`config.mk`:
```
export PLATFORM = sky130hd
export DESIGN_NAME = rx_pause_flow_status
export DESIGN_NICKNAME = d
export VERILOG_FILES = /design/src/design/flow_pkg.sv /design/src/design/quanta_counter.sv /design/src/design/rx_pause_flow_status.sv
export SDC_FILE = /design/constraint.sdc
export NUM_CORES = 1
export LEC_CHECK = 0
export ABC_CLOCK_PERIOD_IN_PS = 3800
export BUFFER_PORTS_ARGS = -buffer_cell sky130_fd_sc_hd__buf_2
export CORE_MARGIN = 2
export CORE_UTILIZATION = 56
export CTS_BUF_LIST = sky130_fd_sc_hd__clkbuf_8
export DETAILED_ROUTE_END_ITERATION = 7
export GPL_TIMING_DRIVEN = 0
export PLACE_DENSITY = 0.83
export SYNTH_ARGS = -nofsm -noshare
export SYNTH_HDL_FRONTEND = slang
export SYNTH_SLANG_ARGS = --single-unit
```
`constraint.sdc`:
```
create_clock -name clk -period 3.8 [get_ports clk]
set_input_delay 0.76 -clock clk [delete_from_list [all_inputs] [get_ports clk]]
set_output_delay 0.76 -clock clk [all_outputs]
set_load 0.01 [all_outputs]
```
`src/design/flow_pkg.sv`:
```
// How it works
// - Status bit 33 VLAN, 32 stacked, low reserved
// - Raise pause output on received XOFF
// - Load quanta counter; drop pause at expiry
// - Halt mode: stop TX, count while stopped
// - Otherwise count once per valid TX cycle
// - Quantum 512 bits; half or quarter step
// - Eight priority pause bits, set on PFC XOFF
// - Per-queue counters, drop bit at expiry
// - Status word valid only with its strobe
// - Bits 39 PFC, 35 PAUSE, 34 control; 38:36 reserved
package flow_pkg;

  // Receive status word layout
  localparam int STAT_W        = 40;
  localparam int STAT_PFC_BIT  = 39;
  localparam int STAT_PAUSE_BIT = 35;
  localparam int STAT_CTRL_BIT = 34;
  localparam int STAT_VLAN_BIT = 33;
  localparam int STAT_SVLAN_BIT = 32;

  // Quantum and counter geometry
  localparam int QUANTUM_BITS  = 512;
  localparam int QUANTA_W      = 16;
  localparam int FRAC_W        = 2;              // Quarter-quantum resolution
  localparam int CNT_W         = QUANTA_W + FRAC_W;
  localparam int NUM_PRIO      = 8;

  // Step per valid TX cycle, in quarter quanta
  localparam logic [CNT_W-1:0] STEP_100G = 18'h00002;  // One half
  localparam logic [CNT_W-1:0] STEP_50G  = 18'h00001;  // One quarter

  // Reset values
  localparam logic [CNT_W-1:0] CNT_RST   = 18'h00000;
  localparam logic [STAT_W-1:0] STAT_RST = 40'h0000000000;

  // Interrupt/control register map (word offsets on the plain port)
  localparam logic [3:0] REG_CTRL   = 4'h0;
  localparam logic [3:0] REG_STATUS = 4'h1;
  localparam logic [3:0] REG_IRQ    = 4'h2;
  localparam logic [3:0] REG_MASK   = 4'h3;
  localparam int IRQ_W = 3;                        // Pause on, pfc on, pause end
  localparam logic [IRQ_W-1:0] IRQ_RST = 3'h0;
  localparam logic [1:0] CTRL_RST = 2'h0;          // Bit0 halt mode, bit1 lanes4

  // Received frame classification from the parser
  typedef struct packed {
    logic                vld;    // One-cycle frame-end strobe
    logic                pfc;
    logic                pause;
    logic                ctrl;
    logic                vlan;
    logic                svlan;
    logic [QUANTA_W-1:0] pause_quanta;
    logic [NUM_PRIO-1:0] pfc_en;
    logic [NUM_PRIO*QUANTA_W-1:0] pfc_quanta;
  } rx_frame_s;

  // Register port request
  typedef struct packed {
    logic        wr;
    logic        rd;
    logic [3:0]  addr;
    logic [31:0] wdata;
  } reg_req_s;

endpackage : flow_pkg

```
`src/design/quanta_counter.sv`:
```
`timescale 1ns/100ps
`default_nettype none
// One quanta down-counter with quarter-quantum resolution
module quanta_counter (
  input  wire logic                              clk,
  input  wire logic                              resetn,
  input  wire logic                              load,
  input  wire logic [flow_pkg::QUANTA_W-1:0]     quanta,
  input  wire logic                              dec,
  input  wire logic [flow_pkg::CNT_W-1:0]        step,
  output logic                                   active
);
  logic [flow_pkg::CNT_W-1:0] cnt_q;   // Remaining time, quarter quanta
  logic [flow_pkg::CNT_W-1:0] cnt_d;
  logic                       under;   // Step would reach or pass zero

  // Saturate at zero so a final fractional step expires cleanly
  assign under  = cnt_q <= step;
  // A fresh XOFF reloads even while counting; quanta 0 means resume
  assign cnt_d  = load ? {quanta, {flow_pkg::FRAC_W{1'b0}}}
                : (dec && cnt_q != flow_pkg::CNT_RST)
                  ? (under ? flow_pkg::CNT_RST : cnt_q - step)
                  : cnt_q;
  assign active = cnt_q != flow_pkg::CNT_RST;

  // Counter register
  always_ff @(posedge clk or negedge resetn) begin
    if (!resetn) begin
      cnt_q <= flow_pkg::CNT_RST;
    end else begin
      cnt_q <= cnt_d;
    end
  end
endmodule : quanta_counter
`default_nettype wire

```
`src/design/rx_pause_flow_status.sv`:
```
`timescale 1ns/100ps
`default_nettype none
// Receive flow-control status: status word, pause and priority pause
module rx_pause_flow_status (
  input  wire logic                          clk,
  input  wire logic                          resetn,
  input  wire flow_pkg::rx_frame_s           rx_frame,       // From RX parser
  input  wire logic                          tx_valid,       // TX client valid cycle
  input  wire logic                          tx_ready,       // TX client ready cycle
  input  wire flow_pkg::reg_req_s            reg_req,        // Register port
  output logic [31:0]                        reg_rdata,
  output logic                               rxstatus_valid,
  output logic [flow_pkg::STAT_W-1:0]        rxstatus_data,
  output logic                               rx_pause,
  output logic [flow_pkg::NUM_PRIO-1:0]      rx_pfc,
  output logic                               tx_halt,        // Stop TX MAC traffic
  output logic                               irq
);
  // Register state
  logic [1:0]                 ctrl_q;     // Bit0 halt on pause, bit1 four lanes
  logic [flow_pkg::IRQ_W-1:0] ists_q;     // Sticky events
  logic [flow_pkg::IRQ_W-1:0] imask_q;
  logic [31:0]                rdata_q;
  logic                       stv_q;
  logic [flow_pkg::STAT_W-1:0] std_q;
  logic                       pause_q;
  logic [flow_pkg::NUM_PRIO-1:0] pfc_q;
  logic                       halt_q;
  logic                       irq_q;

  // Decode
  wire halt_mode  = ctrl_q[0];
  wire four_lane  = ctrl_q[1];
  wire wr_ctrl    = reg_req.wr && reg_req.addr == flow_pkg::REG_CTRL;
  wire wr_irq     = reg_req.wr && reg_req.addr == flow_pkg::REG_IRQ;
  wire wr_mask    = reg_req.wr && reg_req.addr == flow_pkg::REG_MASK;
  wire [flow_pkg::CNT_W-1:0] step = four_lane ? flow_pkg::STEP_100G
                                              : flow_pkg::STEP_50G;
  wire tx_cycle   = tx_valid && tx_ready;
  // In halt mode the counter runs while traffic is held, else per valid beat
  wire pause_dec  = halt_mode ? 1'b1 : tx_cycle;
  wire pause_load = rx_frame.vld && rx_frame.pause;
  wire pause_act;
  wire [flow_pkg::NUM_PRIO-1:0] pfc_act;
  wire pfc_load_any = rx_frame.vld && rx_frame.pfc && (|rx_frame.pfc_en);

  // Status word: flags at their positions, reserved bits zero
  wire [flow_pkg::STAT_W-1:0] stat_word =
      ({{(flow_pkg::STAT_W-1){1'b0}}, rx_frame.pfc}   << flow_pkg::STAT_PFC_BIT)
    | ({{(flow_pkg::STAT_W-1){1'b0}}, rx_frame.pause} << flow_pkg::STAT_PAUSE_BIT)
    | ({{(flow_pkg::STAT_W-1){1'b0}}, rx_frame.ctrl}  << flow_pkg::STAT_CTRL_BIT)
    | ({{(flow_pkg::STAT_W-1){1'b0}}, rx_frame.vlan}  << flow_pkg::STAT_VLAN_BIT)
    | ({{(flow_pkg::STAT_W-1){1'b0}}, rx_frame.svlan} << flow_pkg::STAT_SVLAN_BIT);

  // Events: pause start, pfc start, pause end
  wire [flow_pkg::IRQ_W-1:0] ev = {pause_q && !pause_act, pfc_load_any, pause_load};
  // Set beats clear when both land in one cycle
  wire [flow_pkg::IRQ_W-1:0] ists_d = (ists_q & ~(wr_irq ? reg_req.wdata[flow_pkg::IRQ_W-1:0]
                                                           : flow_pkg::IRQ_RST)) | ev;
  // Next mask, so irq follows a mask write without a stale cycle
  wire [flow_pkg::IRQ_W-1:0] imask_d = wr_mask ? reg_req.wdata[flow_pkg::IRQ_W-1:0] : imask_q;

  // Read mux; unmapped addresses read zero
  logic [31:0] rmux;
  always_comb begin
    case (reg_req.addr)
      flow_pkg::REG_CTRL:   rmux = {30'h00000000, ctrl_q};
      flow_pkg::REG_STATUS: rmux = {22'h000000, halt_q, pfc_q, pause_q};
      flow_pkg::REG_IRQ:    rmux = {29'h00000000, ists_q};
      flow_pkg::REG_MASK:   rmux = {29'h00000000, imask_q};
      default:              rmux = 32'h00000000;
    endcase
  end

  // Main pause counter
  quanta_counter u_pause (
    .clk    (clk),
    .resetn (resetn),
    .load   (pause_load),
    .quanta (rx_frame.pause_quanta),
    .dec    (pause_dec),
    .step   (step),
    .active (pause_act)
  );

  // One counter per priority queue, each on every valid TX beat
  genvar g;
  generate
    for (g = 0; g < flow_pkg::NUM_PRIO; g++) begin : g_prio
      quanta_counter u_pfc (
        .clk    (clk),
        .resetn (resetn),
        .load   (rx_frame.vld && rx_frame.pfc && rx_frame.pfc_en[g]),
        .quanta (rx_frame.pfc_quanta[g*flow_pkg::QUANTA_W +: flow_pkg::QUANTA_W]),
        .dec    (tx_cycle),
        .step   (step),
        .active (pfc_act[g])
      );
    end
  endgenerate

  // Register port and interrupt state
  always_ff @(posedge clk or negedge resetn) begin
    if (!resetn) begin
      ctrl_q  <= flow_pkg::CTRL_RST;
      ists_q  <= flow_pkg::IRQ_RST;
      imask_q <= flow_pkg::IRQ_RST;
      rdata_q <= 32'h00000000;
      irq_q   <= 1'b0;
    end else begin
      if (wr_ctrl) ctrl_q <= reg_req.wdata[1:0];
      if (wr_mask) imask_q <= reg_req.wdata[flow_pkg::IRQ_W-1:0];
      ists_q  <= ists_d;
      rdata_q <= reg_req.rd ? rmux : 32'h00000000;
      irq_q   <= |(ists_d & imask_d);
    end
  end

  // Status strobe and flow outputs, all registered
  always_ff @(posedge clk or negedge resetn) begin
    if (!resetn) begin
      stv_q   <= 1'b0;
      std_q   <= flow_pkg::STAT_RST;
      pause_q <= 1'b0;
      pfc_q   <= '0;
      halt_q  <= 1'b0;
    end else begin
      stv_q   <= rx_frame.vld;
      // Zero the word outside valid cycles so stale flags never leak
      std_q   <= rx_frame.vld ? stat_word : flow_pkg::STAT_RST;
      pause_q <= pause_act;
      pfc_q   <= pfc_act;
      halt_q  <= halt_mode && pause_act;
    end
  end

  assign reg_rdata      = rdata_q;
  assign rxstatus_valid = stv_q;
  assign rxstatus_data  = std_q;
  assign rx_pause       = pause_q;
  assign rx_pfc         = pfc_q;
  assign tx_halt        = halt_q;
  assign irq            = irq_q;
endmodule : rx_pause_flow_status
`default_nettype wire

```
==> results of run 1 <==
## layer usage
| layer | vias up | part of all wire | GRT usage |
|---|---|---|---|
| met5 | - | 0.00032 | 0 |
| met4 | 2 | 0.034 | 0.127 |
| met3 | 77 | 0.076 | 0.0533 |
| met2 | 523 | 0.46 | 0.467 |
| met1 | 5664 | 0.43 | 0.410 |
| li1 | 5691 | - | - |
## synthesized netlist by cell type, types with 5 or more instances
cell	instances	area, µm²
dfrtp_1	197	4930
o21ai_1	10	50.1
o22ai_1	8	50.1
nor3b_1	12	90.1
ha_1	18	225
nand2b_1	16	100
a32oi_1	11	96.3
nor3_1	69	345
o311ai_0	30	263
buf_4	57	428
nor4_1	50	313
o31ai_1	8	60.1
nand4_1	12	75.1
o21ai_0	113	566
and3_1	18	113
nor2b_1	16	100
or4_1	19	143
clkbuf_1	51	191
o211ai_1	22	165
nand2_1	187	702
nor2_1	130	488
a21oi_1	82	410
a22oi_1	15	113
a31oi_1	11	68.8
mux2_2	5	56.3
or3_1	20	125
a21o_1	6	45.0
and2_1	20	125
inv_1	30	113
nand3_1	58	290
xnor2_1	6	52.6
fa_1	9	180
buf_2	5	25.0
a221o_1	24	240
a211o_1	5	43.8
## repair_timing
| action | 4_1_cts | 5_1_grt |
|---|---|---|
| hold buffers | 0 | 0 |
| cloned | 0 | 0 |
| setup endpoints to repair | 135 | 2 |
| setup buffers | 4 | 0 |
| resized for setup | 2 | 1 |
| endpoints found under the hold margin | 0 | 0 |
## per-stage QoR
step / setup slack (ns) / std cells / hold WS (ns) / power (µW)
2_1_floorplan: 0.348 / 1471 / 0.454 / 5060
3_3_place_gp: -1.36 / 1941 / 0.457 / 5690
3_5_place_dp: -0.634 / 1942 / 0.460 / 5810
4_1_cts: 0.231 / 1977 / 0.289 / 7220
5_1_grt: 0.00830 / 1979 / 0.313 / 7800
6_report: 0.274 / 1982 / 0.266 / 7250
## area by class of cell
cell class / instances / area (µm²) / area share
multi-input combinational: 1128 / 6520 / 0.465
sequential: 197 / 4930 / 0.352
timing repair buffer: 200 / 1040 / 0.0745
buffer: 115 / 659 / 0.0470
tap: 275 / 344 / 0.0246
clock buffer: 18 / 248 / 0.0177
clock inverter: 13 / 136 / 0.00973
inverter: 31 / 120 / 0.00857
antenna: 5 / 12.5 / 0.000893
## kinds of logic (layout without fill, tap and decap cells)
| kind of cell | after synthesis | in the layout | share of synthesized area |
|---|---|---|---|
| AOI/OAI and AO/OA | 384 | 384 | 0.212 |
| xor gates and xnor gates | 8 | 8 | 0.00584 |
| adders and majority gates | 27 | 27 | 0.0338 |
| buffers and inverters | 146 | 377 | 0.0646 |
| DFF | 197 | 197 | 0.411 |
| muxes | 10 | 10 | 0.0109 |
| other | 1 | 62 | 0.000312 |
| and+or+nand+nor | 642 | 642 | 0.262 |
## flip-flops by register name, summed over array words and instances, names as in the netlist
| name | count |
|---|---|
| rx_pause | 1 |
| imask_q | 3 |
| u_pause.cnt_q | 18 |
| reg_rdata | 10 |
| g_prio.u_pfc.cnt_q | 144 |
| tx_halt | 1 |
| rx_pfc | 8 |
| ists_q | 3 |
| irq | 1 |
| ctrl_q | 2 |
| rxstatus_valid | 1 |
| rxstatus_data | 5 |
## how the worst min path moves through the flow
stage                          from                         to  slack, ns  cells after the start
after global placement    rx_pfc[5]               reg_rdata[6]       0.46                      1
after CTS                    resetn  g_prio[7].u_pfc.cnt_q[17]       0.29                      1
after detailed placement  rx_pfc[5]               reg_rdata[6]       0.46                      1
final                        resetn   g_prio[7].u_pfc.cnt_q[9]       0.27                      1
after global routing         resetn  g_prio[7].u_pfc.cnt_q[17]       0.31                      1
after floorplan           ists_q[0]                  ists_q[0]       0.45                      2
## power breakdown
part | internal (µW) | total [µW] | switching [µW]
registers | 2620 | 3250 | 635
logic | 1090 | 2620 | 1530
clock network | 598 | 1370 | 774
total | 4310 | 7250 | 2940
## worst reg2reg max path, cell delays in order (launching register included)
cell and delay (ns):
dfrtp_2 0.72, clkinvlp_4 0.19, buf_4 0.17, ha_1 0.22
fa_1 0.48, a211o_1 0.27, a311o_1 0.34, clkbuf_1 0.19
or2_2 0.38, or4_1 0.40, nand3_1 0.09
==> key figures, run 1 <==
Cells and area
  – Commonest non-fill, non-tap cell in the layout: buf_2
  – Post-layout util: 0.667
  – Commonest cells after routing, fill and taps aside: 199 x buf_2, 196 x dfrtp_1, 187 x nand2_1
  – Nets: 1,917
  – Synthesis-to-finish area growth: 16.8%
  – Share of post-route cells with drive strength above 1: 0.189
  – Total of fill cells in the finished design: 1,879
  – Post-layout instance area: 14,000 µm²

Global route
  – Wire length of the first global-routing pass: around 54 mm
  – Grt total ovfl: 0
  – Initial antenna violation count: 4
  – Via count of the first global-routing pass: roughly 11,000
  – Maximum number of pins on one net before global-route repair: 112
  – Global router's overall resource usage: 0.299

Clock tree
  – Clock Latency Late Sink: 0.48 ns
  – Clock buffers created by TritonCTS: 17
  – Clock tree from TritonCTS: done
  – Clock H-tree levels: 4
  – Root buffer cell: clkbuf_8
  – CTS max path bufs: 2
  – Clock slew seen by the registers of the worst setup and hold paths: 0.10 ns
  – Sinks on the clock net: slightly below 200

Critical path
  – Max Fanout on Critical Path: 11
  – Required time of the worst setup path: 4.21 ns
  – WP depth: 10
  – Highest-delay cell along the critical path: dfrtp_2
  – CP Capture Point: g_prio[2].u_pfc.cnt_q[11]
  – Maximum single-stage delay on the critical path: slightly above 0.7 ns
  – Worst setup SP type: register
  – Kind of cell adding the most delay to the critical path: simple AND/OR/NAND/NOR gates
  – Critical path, cell by cell: clkinvlp_4, buf_4, ha_1, fa_1, a211o_1, a311o_1, clkbuf_1, or2_2, or4_1, nand3_1
  – Endpoint of the lowest-slack register-to-register path: g_prio[2].u_pfc.cnt_q[11]
  – Reg2Reg Setup Slack: 0.27 ns
  – Arrival time at the worst endpoint: 3.93 ns
  – Worst Path Class, Setup: reg -> reg
  – Buf+Inv Stages, Crit Path: 3
  – CP endpoint kind: register
  – Launching instance or port of the critical path: ctrl_q[1]
  – Startpoint of the lowest-slack register-to-register path: ctrl_q[1]
  – Worst reg-to-reg path cell count: 10

Timing
  – Slew @ Worst Pin: 0.946 ns
  – Total negative setup slack: 0 ns
  – Max-slew violations: 0
  – RSZ-0062 raised after global routing: false
  – Time the worst path needs with I/O delays and setup: 3.53 ns
  – Max-Slew Margin vs Limit: 0.363
  – Setup Skew: 0.0162 ns
  – Tcrit/Tclk final: 0.928
  – Achievable frequency: ~0.28 GHz
  – Final Setup Violations: 0
  – Total count of hold-check failures in the final report: 0

Detailed routing
  – Final WL: roughly 34 mm
  – Remaining number of nets flagged by the antenna check after routing: 0
  – Via Count: 12,000
  – DRC Markers: 0
  – DR WL/cell: 17.2 µm
  – Iteration-0 DRC Markers: 782
  – First-pass iteration count of the detailed router: 8
  – Via count normalized by instance count: between 6 and 7

Synth
  – Post-synth EDFFs: 0
  – Number of library cell types mapped by synthesis: 72
  – Summed instance area of the synthesized netlist: between 10,000 and 15,000 µm²
  – Dominant register cell in the synthesized netlist: dfrtp_1
  – Async S/R FF share, synth: 1.00
  – Synthesized instance count: about 1,400
  – Seq/Total Area, Yosys: 0.411
  – Yosys warning count: 0
  – Flip-flop and latch count after synthesis: 197
  – Post-synthesis area per instance: 8.48 µm²

Placement
  – Placement-stage cell area: between 10,000 and 15,000 µm²
  – Final weighted congestion in routability-driven placement: 0.950
  – Number of buffers inserted by port buffering: ~200
  – Half-perimeter wire length of the detailed placement result: 24.3 mm

Worst hold path
  – Type of the most critical hold path: in -> async

Run status
  – Outcome: finished clean

Power
  – Power density over the cells: between 500 and 600 nW/µm²
  – Leakage dissipation: slightly above 0.006 µW
  – Max rail drop VDD: 0.244 mV

Die
  – DIE AREA: 22,600 µm²
  – Initial Utilization: 0.571
  – Total core area: 21,000 µm²
  – I/O pins: around 280
  – Die Y-Extent: approximately 150 µm
  – Placement Rows: 53
  – Die X: 150 µm

Job
  – MaxCap Viol Count: 0
Power figures use the tool's default switching activity.
==> run 2, diff against run 1 <==
--- a/config.mk
+++ b/config.mk
@@ -12,7 +12,7 @@
 export CTS_BUF_LIST = sky130_fd_sc_hd__clkbuf_8
 export DETAILED_ROUTE_END_ITERATION = 7
 export GPL_TIMING_DRIVEN = 0
-export PLACE_DENSITY = 0.83
+export PLACE_DENSITY = 0.9
 export SYNTH_ARGS = -nofsm -noshare
 export SYNTH_HDL_FRONTEND = slang
 export SYNTH_SLANG_ARGS = --single-unit
==> run 2 against run 1 <==
Effect of this change:
- non-clock buffer count decreased by 1
- maximum frequency decreased by 2.7%
- combinational power about the same
- routed wire length increased by 2.9%
- clock power about the same
- clock-buffer cell count increased by 2
- critical path type is now in -> reg
- critical path depth decreased by 1
- power about the same
- first-iteration DRC count increased by 25%
- critical endpoint is now u_pause.cnt_q[16]
- core utilization about the same
- largest power group unchanged
- final cell count about the same
==> key figures, run 2 (synthesis gave the netlist of run 1 again) <==
Timing
  – Final Setup Violations: 0 (unchanged)
  – Tcrit/Tclk final: 0.953 (was 0.928)
  – Least setup slack across all paths after layout: 0.177 ns (was 0.274 ns)
  – Total count of hold-check failures in the final report: 0 (unchanged)
  – Setup Skew: 0.0143 ns (was 0.0162 ns)
  – Slew @ Worst Pin: 0.962 ns (was 0.946 ns)
  – RSZ-0062 raised after global routing: false (unchanged)
  – Max-slew violations: 0 (unchanged)
  – Tightest hold margin: 0.309 ns (was 0.266 ns)
  – Total negative setup slack: 0 ns (unchanged)
  – Achievable frequency: 0.276 GHz (was 0.284 GHz)
  – Max-Slew Margin vs Limit: 0.352 (was 0.363)
  – Time the worst path needs with I/O delays and setup: 3.62 ns (was 3.53 ns)

Detailed routing
  – Remaining number of nets flagged by the antenna check after routing: 0 (unchanged)
  – Detailed route wirelength on metal2: 16.6 mm (was 15.7 mm)
  – DRC Markers: 0 (unchanged)
  – Highest metal used: met5 (unchanged)
  – DR WL/cell: 17.7 µm (was 17.2 µm)
  – Final WL: 35.0 mm (was 34.0 mm)
  – Routed length on met3: 2.57 mm (was 2.58 mm)
  – Via Count: 12,100 (was 12,000)
  – Via count normalized by instance count: 6.12 (was 6.03)
  – Iteration-0 DRC Markers: 974 (was 782)
  – First-pass iteration count of the detailed router: 6 (was 8)
  – Met1 routed wirelength after detailed routing: 14.6 mm (about the same)

Die
  – I/O pins: 284 (unchanged)
  – Initial Utilization: 0.571 (unchanged)
  – Total core area: 21,000 µm² (unchanged)
  – Die X: 150 µm (unchanged)
  – Die Y-Extent: 150 µm (unchanged)
  – Placement Rows: 53 (unchanged)
  – DIE AREA: 22,600 µm² (unchanged)

Global route
  – Grt total ovfl: 0 (unchanged)
  – Global router's overall resource usage: 0.311 (was 0.299)
  – Via count of the first global-routing pass: 11,400 (was 11,100)
  – Initial antenna violation count: 7 (was 4)
  – Wire length of the first global-routing pass: 56.6 mm (was 54.3 mm)
  – Maximum number of pins on one net before global-route repair: 113 (was 112)

Placement
  – Number of buffers inserted by port buffering: 195 (unchanged)
  – Final weighted congestion in routability-driven placement: 0.933 (was 0.950)
  – Worst slack after detailed placement: -0.750 ns (was -0.634 ns)
  – Half-perimeter wire length of the detailed placement result: 25.3 mm (was 24.3 mm)

Critical path
  – Required time of the worst setup path: 4.20 ns (was 4.21 ns)
  – Worst reg-to-reg path cell count: 10 (unchanged)
  – Arrival time at the worst endpoint: 4.03 ns (was 3.93 ns)
  – Reg2Reg Setup Slack: 0.37 ns (was 0.27 ns)
  – Startpoint of the lowest-slack register-to-register path: ctrl_q[1] (unchanged)
  – Max Fanout on Critical Path: 10 (was 11)
  – CP Capture Point: u_pause.cnt_q[16] (was g_prio[2].u_pfc.cnt_q[11])
  – CP endpoint kind: register (unchanged)
  – Endpoint of the lowest-slack register-to-register path: g_prio[2].u_pfc.cnt_q[11] (unchanged)
  – Worst Path Class, Setup: in -> reg (was reg -> reg)
  – Launching instance or port of the critical path: tx_valid (was ctrl_q[1])
  – Worst setup SP type: input port (was register)

Run status
  – Outcome: finished clean (unchanged)

Clock tree
  – CTS max path bufs: 2 (unchanged)
  – Clock H-tree levels: 4 (unchanged)
  – Sinks on the clock net: 197 (unchanged)
  – Clock tree from TritonCTS: done (unchanged)
  – Root buffer cell: clkbuf_8 (unchanged)
  – Clock Latency Late Sink: 0.46 ns (was 0.48 ns)
  – Clock buffers created by TritonCTS: 17 (unchanged)
  – Clock slew seen by the registers of the worst setup and hold paths: 0.10 ns (about the same)

Power
  – Max rail drop VDD: 0.241 mV (was 0.244 mV)
  – Overall Power: 7240 µW (was 7250 µW)
  – Leakage dissipation: 0.00612 µW (was 0.00613 µW)
  – Power density over the cells: 517 nW/µm² (about the same)

Cells and area
  – Top register by number of flip-flops: g_prio.u_pfc.cnt_q (unchanged)
  – Commonest non-fill, non-tap cell in the layout: buf_2 (unchanged)
  – Share of post-route cells with drive strength above 1: 0.189 (unchanged)
  – Flip-flop count of the largest register after layout: 144 (unchanged)
  – Post-layout util: 0.666 (was 0.667)
  – Nets: 1,916 (was 1,917)
  – Synthesis-to-finish area growth: 16.7% (was 16.8%)
  – Commonest cells after routing, fill and taps aside: 199 x buf_2, 196 x dfrtp_1, 187 x nand2_1 (unchanged)

Job
  – MaxCap Viol Count: 0 (unchanged)

Worst hold path
  – Type of the most critical hold path: in -> async (unchanged)
==> run 2: cell count changes in the layout (fill, tap and decap cells not counted), sizes merged <==
| cell | before | now |
|---|---|---|
| clkbuf | 69 | 71 |
| bufinv | 2 | 1 |
| diode | 5 | 6 |
| buf | 264 | 263 |
==> run 2: worst min path at each step <==
stage | startpoint | end | slack, ns | cells after the start
6_report | resetn | g_prio[0].u_pfc.cnt_q[16] | 0.31 | 1
5_1_grt | resetn | g_prio[3].u_pfc.cnt_q[4] | 0.32 | 1
4_1_cts | resetn | g_prio[0].u_pfc.cnt_q[16] | 0.30 | 1
3_5_place_dp | rx_pfc[5] | reg_rdata[6] | 0.47 | 1
3_3_place_gp | rx_pfc[4] | reg_rdata[5] | 0.45 | 1
2_1_floorplan | ists_q[0] | ists_q[0] | 0.45 | 2
==> run 2: worst max-delay path, stage by stage <==
cell      delay (ns)
buf_2           0.08
and2_1          0.14
clkbuf_1        0.41
clkbuf_1        0.77
clkbuf_1        0.60
nor2_1          0.17
nor3_1          0.71
a32oi_1         0.24
nand2_1         0.11
==> run 2: stage by stage <==
step / area (µm²) / cells
6_report: 14000 / 1983
5_1_grt: 14000 / 1980
4_1_cts: 14000 / 1977
3_5_place_dp: 13600 / 1942
3_3_place_gp: 13500 / 1941
2_1_floorplan: 12200 / 1471
==> run 2: area by class of cell <==
type | count | area [µm²]
antenna | 6 | 15.0
buffer | 115 | 659
clock buffer | 20 | 275
clock inverter | 12 | 106
fill | 1723 | 7010
inverter | 31 | 120
multi-input combinational | 1128 | 6520
sequential | 197 | 4930
tap | 275 | 344
timing repair buffer | 199 | 1040
==> run 2: where the power goes <==
| group | internal [µW] | switching [µW] |
|---|---|---|
| Sequential | 2620 | 647 |
| Clock | 572 | 770 |
| Combinational | 1090 | 1540 |
==> run 2: routing by layer <==
| layer | up-vias | track usage |
|---|---|---|
| li1 | 5710 | - |
| met4 | 2 | 0.131 |
| met5 | - | 0 |
| met1 | 5756 | 0.424 |
| met3 | 98 | 0.0521 |
| met2 | 578 | 0.491 |
==> run 2: what timing repair did <==
action,in CTS,in global routing
setup endpoints to repair,133,3
hold buffers,0,0
endpoints found under the hold margin,0,0
cloned,0,0
setup buffers,3,0
resized for setup,3,1
==> run 3, diff against run 2 <==
--- a/config.mk
+++ b/config.mk
@@ -5,14 +5,15 @@
 export SDC_FILE = /design/constraint.sdc
 export NUM_CORES = 1
 export LEC_CHECK = 0
+export ABC_AREA = 1
 export ABC_CLOCK_PERIOD_IN_PS = 3800
 export BUFFER_PORTS_ARGS = -buffer_cell sky130_fd_sc_hd__buf_2
 export CORE_MARGIN = 2
-export CORE_UTILIZATION = 56
+export CORE_UTILIZATION = 50
 export CTS_BUF_LIST = sky130_fd_sc_hd__clkbuf_8
 export DETAILED_ROUTE_END_ITERATION = 7
 export GPL_TIMING_DRIVEN = 0
-export PLACE_DENSITY = 0.9
+export PLACE_DENSITY = 0.81
 export SYNTH_ARGS = -nofsm -noshare
 export SYNTH_HDL_FRONTEND = slang
 export SYNTH_SLANG_ARGS = --single-unit
==> run 3 against run 2 <==
Effect of this change:
- first-iteration DRC count up 8.7%
- core utilization shrank 7.6 points
- die area is 29% higher
- synthesized area rose by 16%
- combinational power up 57%
- setup slack gained 0.32 ns
- worst hold slack got worse by 0.060 ns
- clock power is essentially flat
- sequential share of layout area fell by 4.4 points
- routed wire length is essentially flat
- critical path depth is 2 higher
- clock skew up 0.0076 ns
==> key figures, run 3 <==
Synth
  – Largest family of logic cells by synthesized area: simple AND/OR/NAND/NOR gates (unchanged)
  – Yosys warning count: 0 (unchanged)
  – Leading cell types by count after synthesis: 671 x nand2_1, 278 x nand3_1, 266 x nor2_1 (was 197 x dfrtp_1, 187 x nand2_1, 130 x nor2_1)
  – Post-synthesis cell type with the largest combined area: dfrtp_1 (unchanged)
  – Area share of and/or/nand/nor cells after synthesis: 0.411 (was 0.262)
  – Dominant register cell in the synthesized netlist: dfrtp_1 (unchanged)
  – Summed instance area of the synthesized netlist: 13,900 µm² (was 12,000 µm²)
  – Biggest area contributors in the synthesized netlist: dfrtp_1 36%, nand2_1 18%, nand3_1 10% (was dfrtp_1 41%, nand2_1 5.8%, o21ai_0 4.7%)
  – Async S/R FF share, synth: 1.00 (unchanged)
  – Share of the synthesized netlist area taken by xor and xnor gates: 0.0726 (was 0.00584)
  – Top-count cell post-synth: nand2_1 (was dfrtp_1)
  – Area fraction in compound gates after synthesis: 0.0233 (was 0.212)
  – Post-Synth Adder-Cell Area: 0.0292 (was 0.0338)
  – Area share of the largest cell type after synthesis: 0.355 (was 0.411)
  – Synthesized instance count: 2,011 (was 1,415)
  – Seq/Total Area, Yosys: 0.355 (was 0.411)
  – Number of library cell types mapped by synthesis: 39 (was 72)
  – Post-synthesis area per instance: 6.90 µm² (was 8.48 µm²)
  – Flip-flop and latch count after synthesis: 197 (unchanged)
  – Post-synth EDFFs: 0 (unchanged)
  – Multiplexer share of the synthesized area: 0 (was 0.0109)

Global route
  – Initial antenna violation count: 0 (was 7)
  – Wire length of the first global-routing pass: 58.4 mm (was 56.6 mm)
  – Maximum number of pins on one net before global-route repair: 113 (unchanged)
  – Via count of the first global-routing pass: 12,600 (was 11,400)
  – Grt total ovfl: 0 (unchanged)
  – Global router's overall resource usage: 0.245 (was 0.311)

Clock tree
  – Clock tree from TritonCTS: done (unchanged)
  – Hold-fix buffers, CTS: 0 (unchanged)
  – Clock slew seen by the registers of the worst setup and hold paths: 0.12 ns (was 0.10 ns)
  – Sinks on the clock net: 197 (unchanged)
  – Clock buffers created by TritonCTS: 17 (unchanged)
  – Clock H-tree levels: 4 (unchanged)
  – CTS max path bufs: 2 (unchanged)
  – Root buffer cell: clkbuf_8 (unchanged)
  – Clock Latency Late Sink: 0.48 ns (was 0.46 ns)

Cells and area
  – Share of post-route cells with drive strength above 1: 0.173 (was 0.189)
  – Top register by number of flip-flops: g_prio.u_pfc.cnt_q (unchanged)
  – Flip-flop count of the largest register after layout: 144 (unchanged)
  – Commonest non-fill, non-tap cell in the layout: nand2_1 (was buf_2)
  – Synthesis-to-finish area growth: 15.3% (was 16.7%)
  – Nets: 2,515 (was 1,916)
  – Post-layout util: 0.590 (was 0.666)
  – Commonest cells after routing, fill and taps aside: 671 x nand2_1, 278 x nand3_1, 266 x nor2_1 (was 199 x buf_2, 196 x dfrtp_1, 187 x nand2_1)

Critical path
  – Arrival time at the worst endpoint: 3.71 ns (was 4.03 ns)
  – Max Fanout on Critical Path: 11 (was 10)
  – Critical path, cell by cell: clkinvlp_4, buf_4, ha_1, fa_1, nand2_1, a21oi_1, nand2_1, nand2_2, nor2_1, nand3_1, nand2_1 (was buf_2, and2_1, clkbuf_1, clkbuf_1, clkbuf_1, nor2_1, nor3_1, a32oi_1, nand2_1)
  – Highest-delay cell along the critical path: dfrtp_1 (was clkbuf_1)
  – CP endpoint kind: register (unchanged)
  – Required time of the worst setup path: 4.21 ns (was 4.20 ns)
  – Top cell by count, worst path: nand2_1 (was clkbuf_1)
  – Worst Path Class, Setup: reg -> reg (was in -> reg)
  – Worst setup SP type: register (was input port)
  – Kind of cell adding the most delay to the critical path: flip-flops (was buffers and inverters)
  – Maximum single-stage delay on the critical path: 1.01 ns (was 0.77 ns)
  – Buf+Inv Stages, Crit Path: 2 (was 4)

Timing
  – Achievable frequency: 0.303 GHz (was 0.276 GHz)
  – Least setup slack across all paths after layout: 0.497 ns (was 0.177 ns)
  – Setup Skew: 0.0219 ns (was 0.0143 ns)
  – RSZ-0062 raised after global routing: false (unchanged)
  – Max-Slew Margin vs Limit: 0.339 (was 0.352)
  – Max-slew violations: 0 (unchanged)
  – Slew @ Worst Pin: 0.991 ns (was 0.962 ns)
  – Tcrit/Tclk final: 0.869 (was 0.953)
  – Time the worst path needs with I/O delays and setup: 3.30 ns (was 3.62 ns)
  – Total count of hold-check failures in the final report: 0 (unchanged)
  – Final Setup Violations: 0 (unchanged)

Detailed routing
  – Remaining number of nets flagged by the antenna check after routing: 0 (unchanged)
  – Final WL: 35.0 mm (about the same)
  – DR WL/cell: 13.1 µm (was 17.7 µm)
  – Iteration-0 DRC Markers: 1,059 (was 974)
  – Via count normalized by instance count: 4.95 (was 6.12)
  – DRC Markers: 0 (unchanged)
  – First-pass iteration count of the detailed router: 6 (unchanged)
  – Via Count: 13,200 (was 12,100)

Power
  – Leakage dissipation: 0.00868 µW (was 0.00612 µW)
  – Power density over the cells: 558 nW/µm² (was 517 nW/µm²)
  – Max rail drop VDD: 0.286 mV (was 0.241 mV)
  – Overall Power: 8940 µW (was 7240 µW)

Job
  – MaxCap Viol Count: 0 (unchanged)

Die
  – DIE AREA: 29,100 µm² (was 22,600 µm²)
  – Initial Utilization: 0.512 (was 0.571)
  – Total core area: 27,100 µm² (was 21,000 µm²)
  – Placement Rows: 60 (was 53)
  – Die Y-Extent: 171 µm (was 150 µm)
  – I/O pins: 284 (unchanged)
  – Die X: 171 µm (was 150 µm)

Placement
  – Half-perimeter wire length of the detailed placement result: 26.6 mm (was 25.3 mm)
  – Number of buffers inserted by port buffering: 197 (was 195)
  – Worst slack after detailed placement: -0.122 ns (was -0.750 ns)
  – Final weighted congestion in routability-driven placement: 0.947 (was 0.933)

Worst hold path
  – Type of the most critical hold path: in -> async (unchanged)

Run status
  – Outcome: finished clean (unchanged)
==> run 3: cell families (layout without fill, tap and decap cells) <==
kind of cell | count (synthesis) | count (layout)
AO/OA/AOI/OAI | 56 | 56
other | 1 | 58
XOR/XNOR | 115 | 115
buffers and inverters | 305 | 539
adder cells (fa/ha/maj) | 27 | 27
AND/OR/NAND/NOR | 1310 | 1310
flip-flops | 197 | 197
==> run 3: final timing paths <==
path                                    start                         to  slack [ns]  cells after the start
worst max-delay path                ctrl_q[1]  g_prio[1].u_pfc.cnt_q[17]        0.50                     11
worst min-delay path                   resetn          u_pause.cnt_q[11]        0.25                      1
worst max register to register      ctrl_q[1]  g_prio[1].u_pfc.cnt_q[17]        0.50                     11
worst min register to register      rx_pfc[3]               reg_rdata[4]        0.50                      2
max in group asynchronous              resetn   g_prio[6].u_pfc.cnt_q[0]        2.54                      2
min in group clk                rx_frame[154]          rxstatus_data[34]        0.47                      3
==> run 3: layout make-up <==
type | instances | area [µm²]
Fill cell | 2537 | 11100
Multi-Input combinational cell | 1565 | 7650
Sequential cell | 197 | 4930
Timing Repair Buffer | 202 | 1050
Inverter | 213 | 818
Buffer | 92 | 694
Tap cell | 372 | 465
Clock buffer | 18 | 248
Clock inverter | 14 | 139
Antenna cell | 1 | 2.50
==> run 3: timing repair <==
item                                    4_1_cts  5_1_grt
buffers inserted                              4        0
resized for setup                             1        0
endpoints found under the hold margin         0        0
endpoints found under the setup margin       22        0
==> run 3: metrics by stage <==
| step | cells | hold slack [ns] | setup TNS (ns) | instance area, µm² |
|---|---|---|---|---|
| finish | 2674 | 0.249 | 0 | 16000 |
| global route | 2673 | 0.288 | 0 | 16000 |
| CTS | 2673 | 0.272 | 0 | 16000 |
| detailed placement | 2637 | 0.484 | -0.870 | 15600 |
| global placement | 2636 | 0.471 | -283.32 | 15500 |
| floorplan | 2067 | 0.453 | 0 | 14100 |
==> run 3: power breakdown <==
| group | internal, µW | leakage [µW] | switching [µW] |
|---|---|---|---|
| registers | 2710 | 0.00245 | 743 |
| clock network | 505 | 0.000197 | 856 |
| logic | 1640 | 0.00603 | 2490 |
==> run 3: routing by layer <==
metal  part of all wire  GRT usage  vias up
li1                   -          -     6688
met1               0.45      0.322     6096
met2               0.48      0.416      386
met3              0.055     0.0396       53
met4              0.022     0.0728        0
met5                  0          0        -
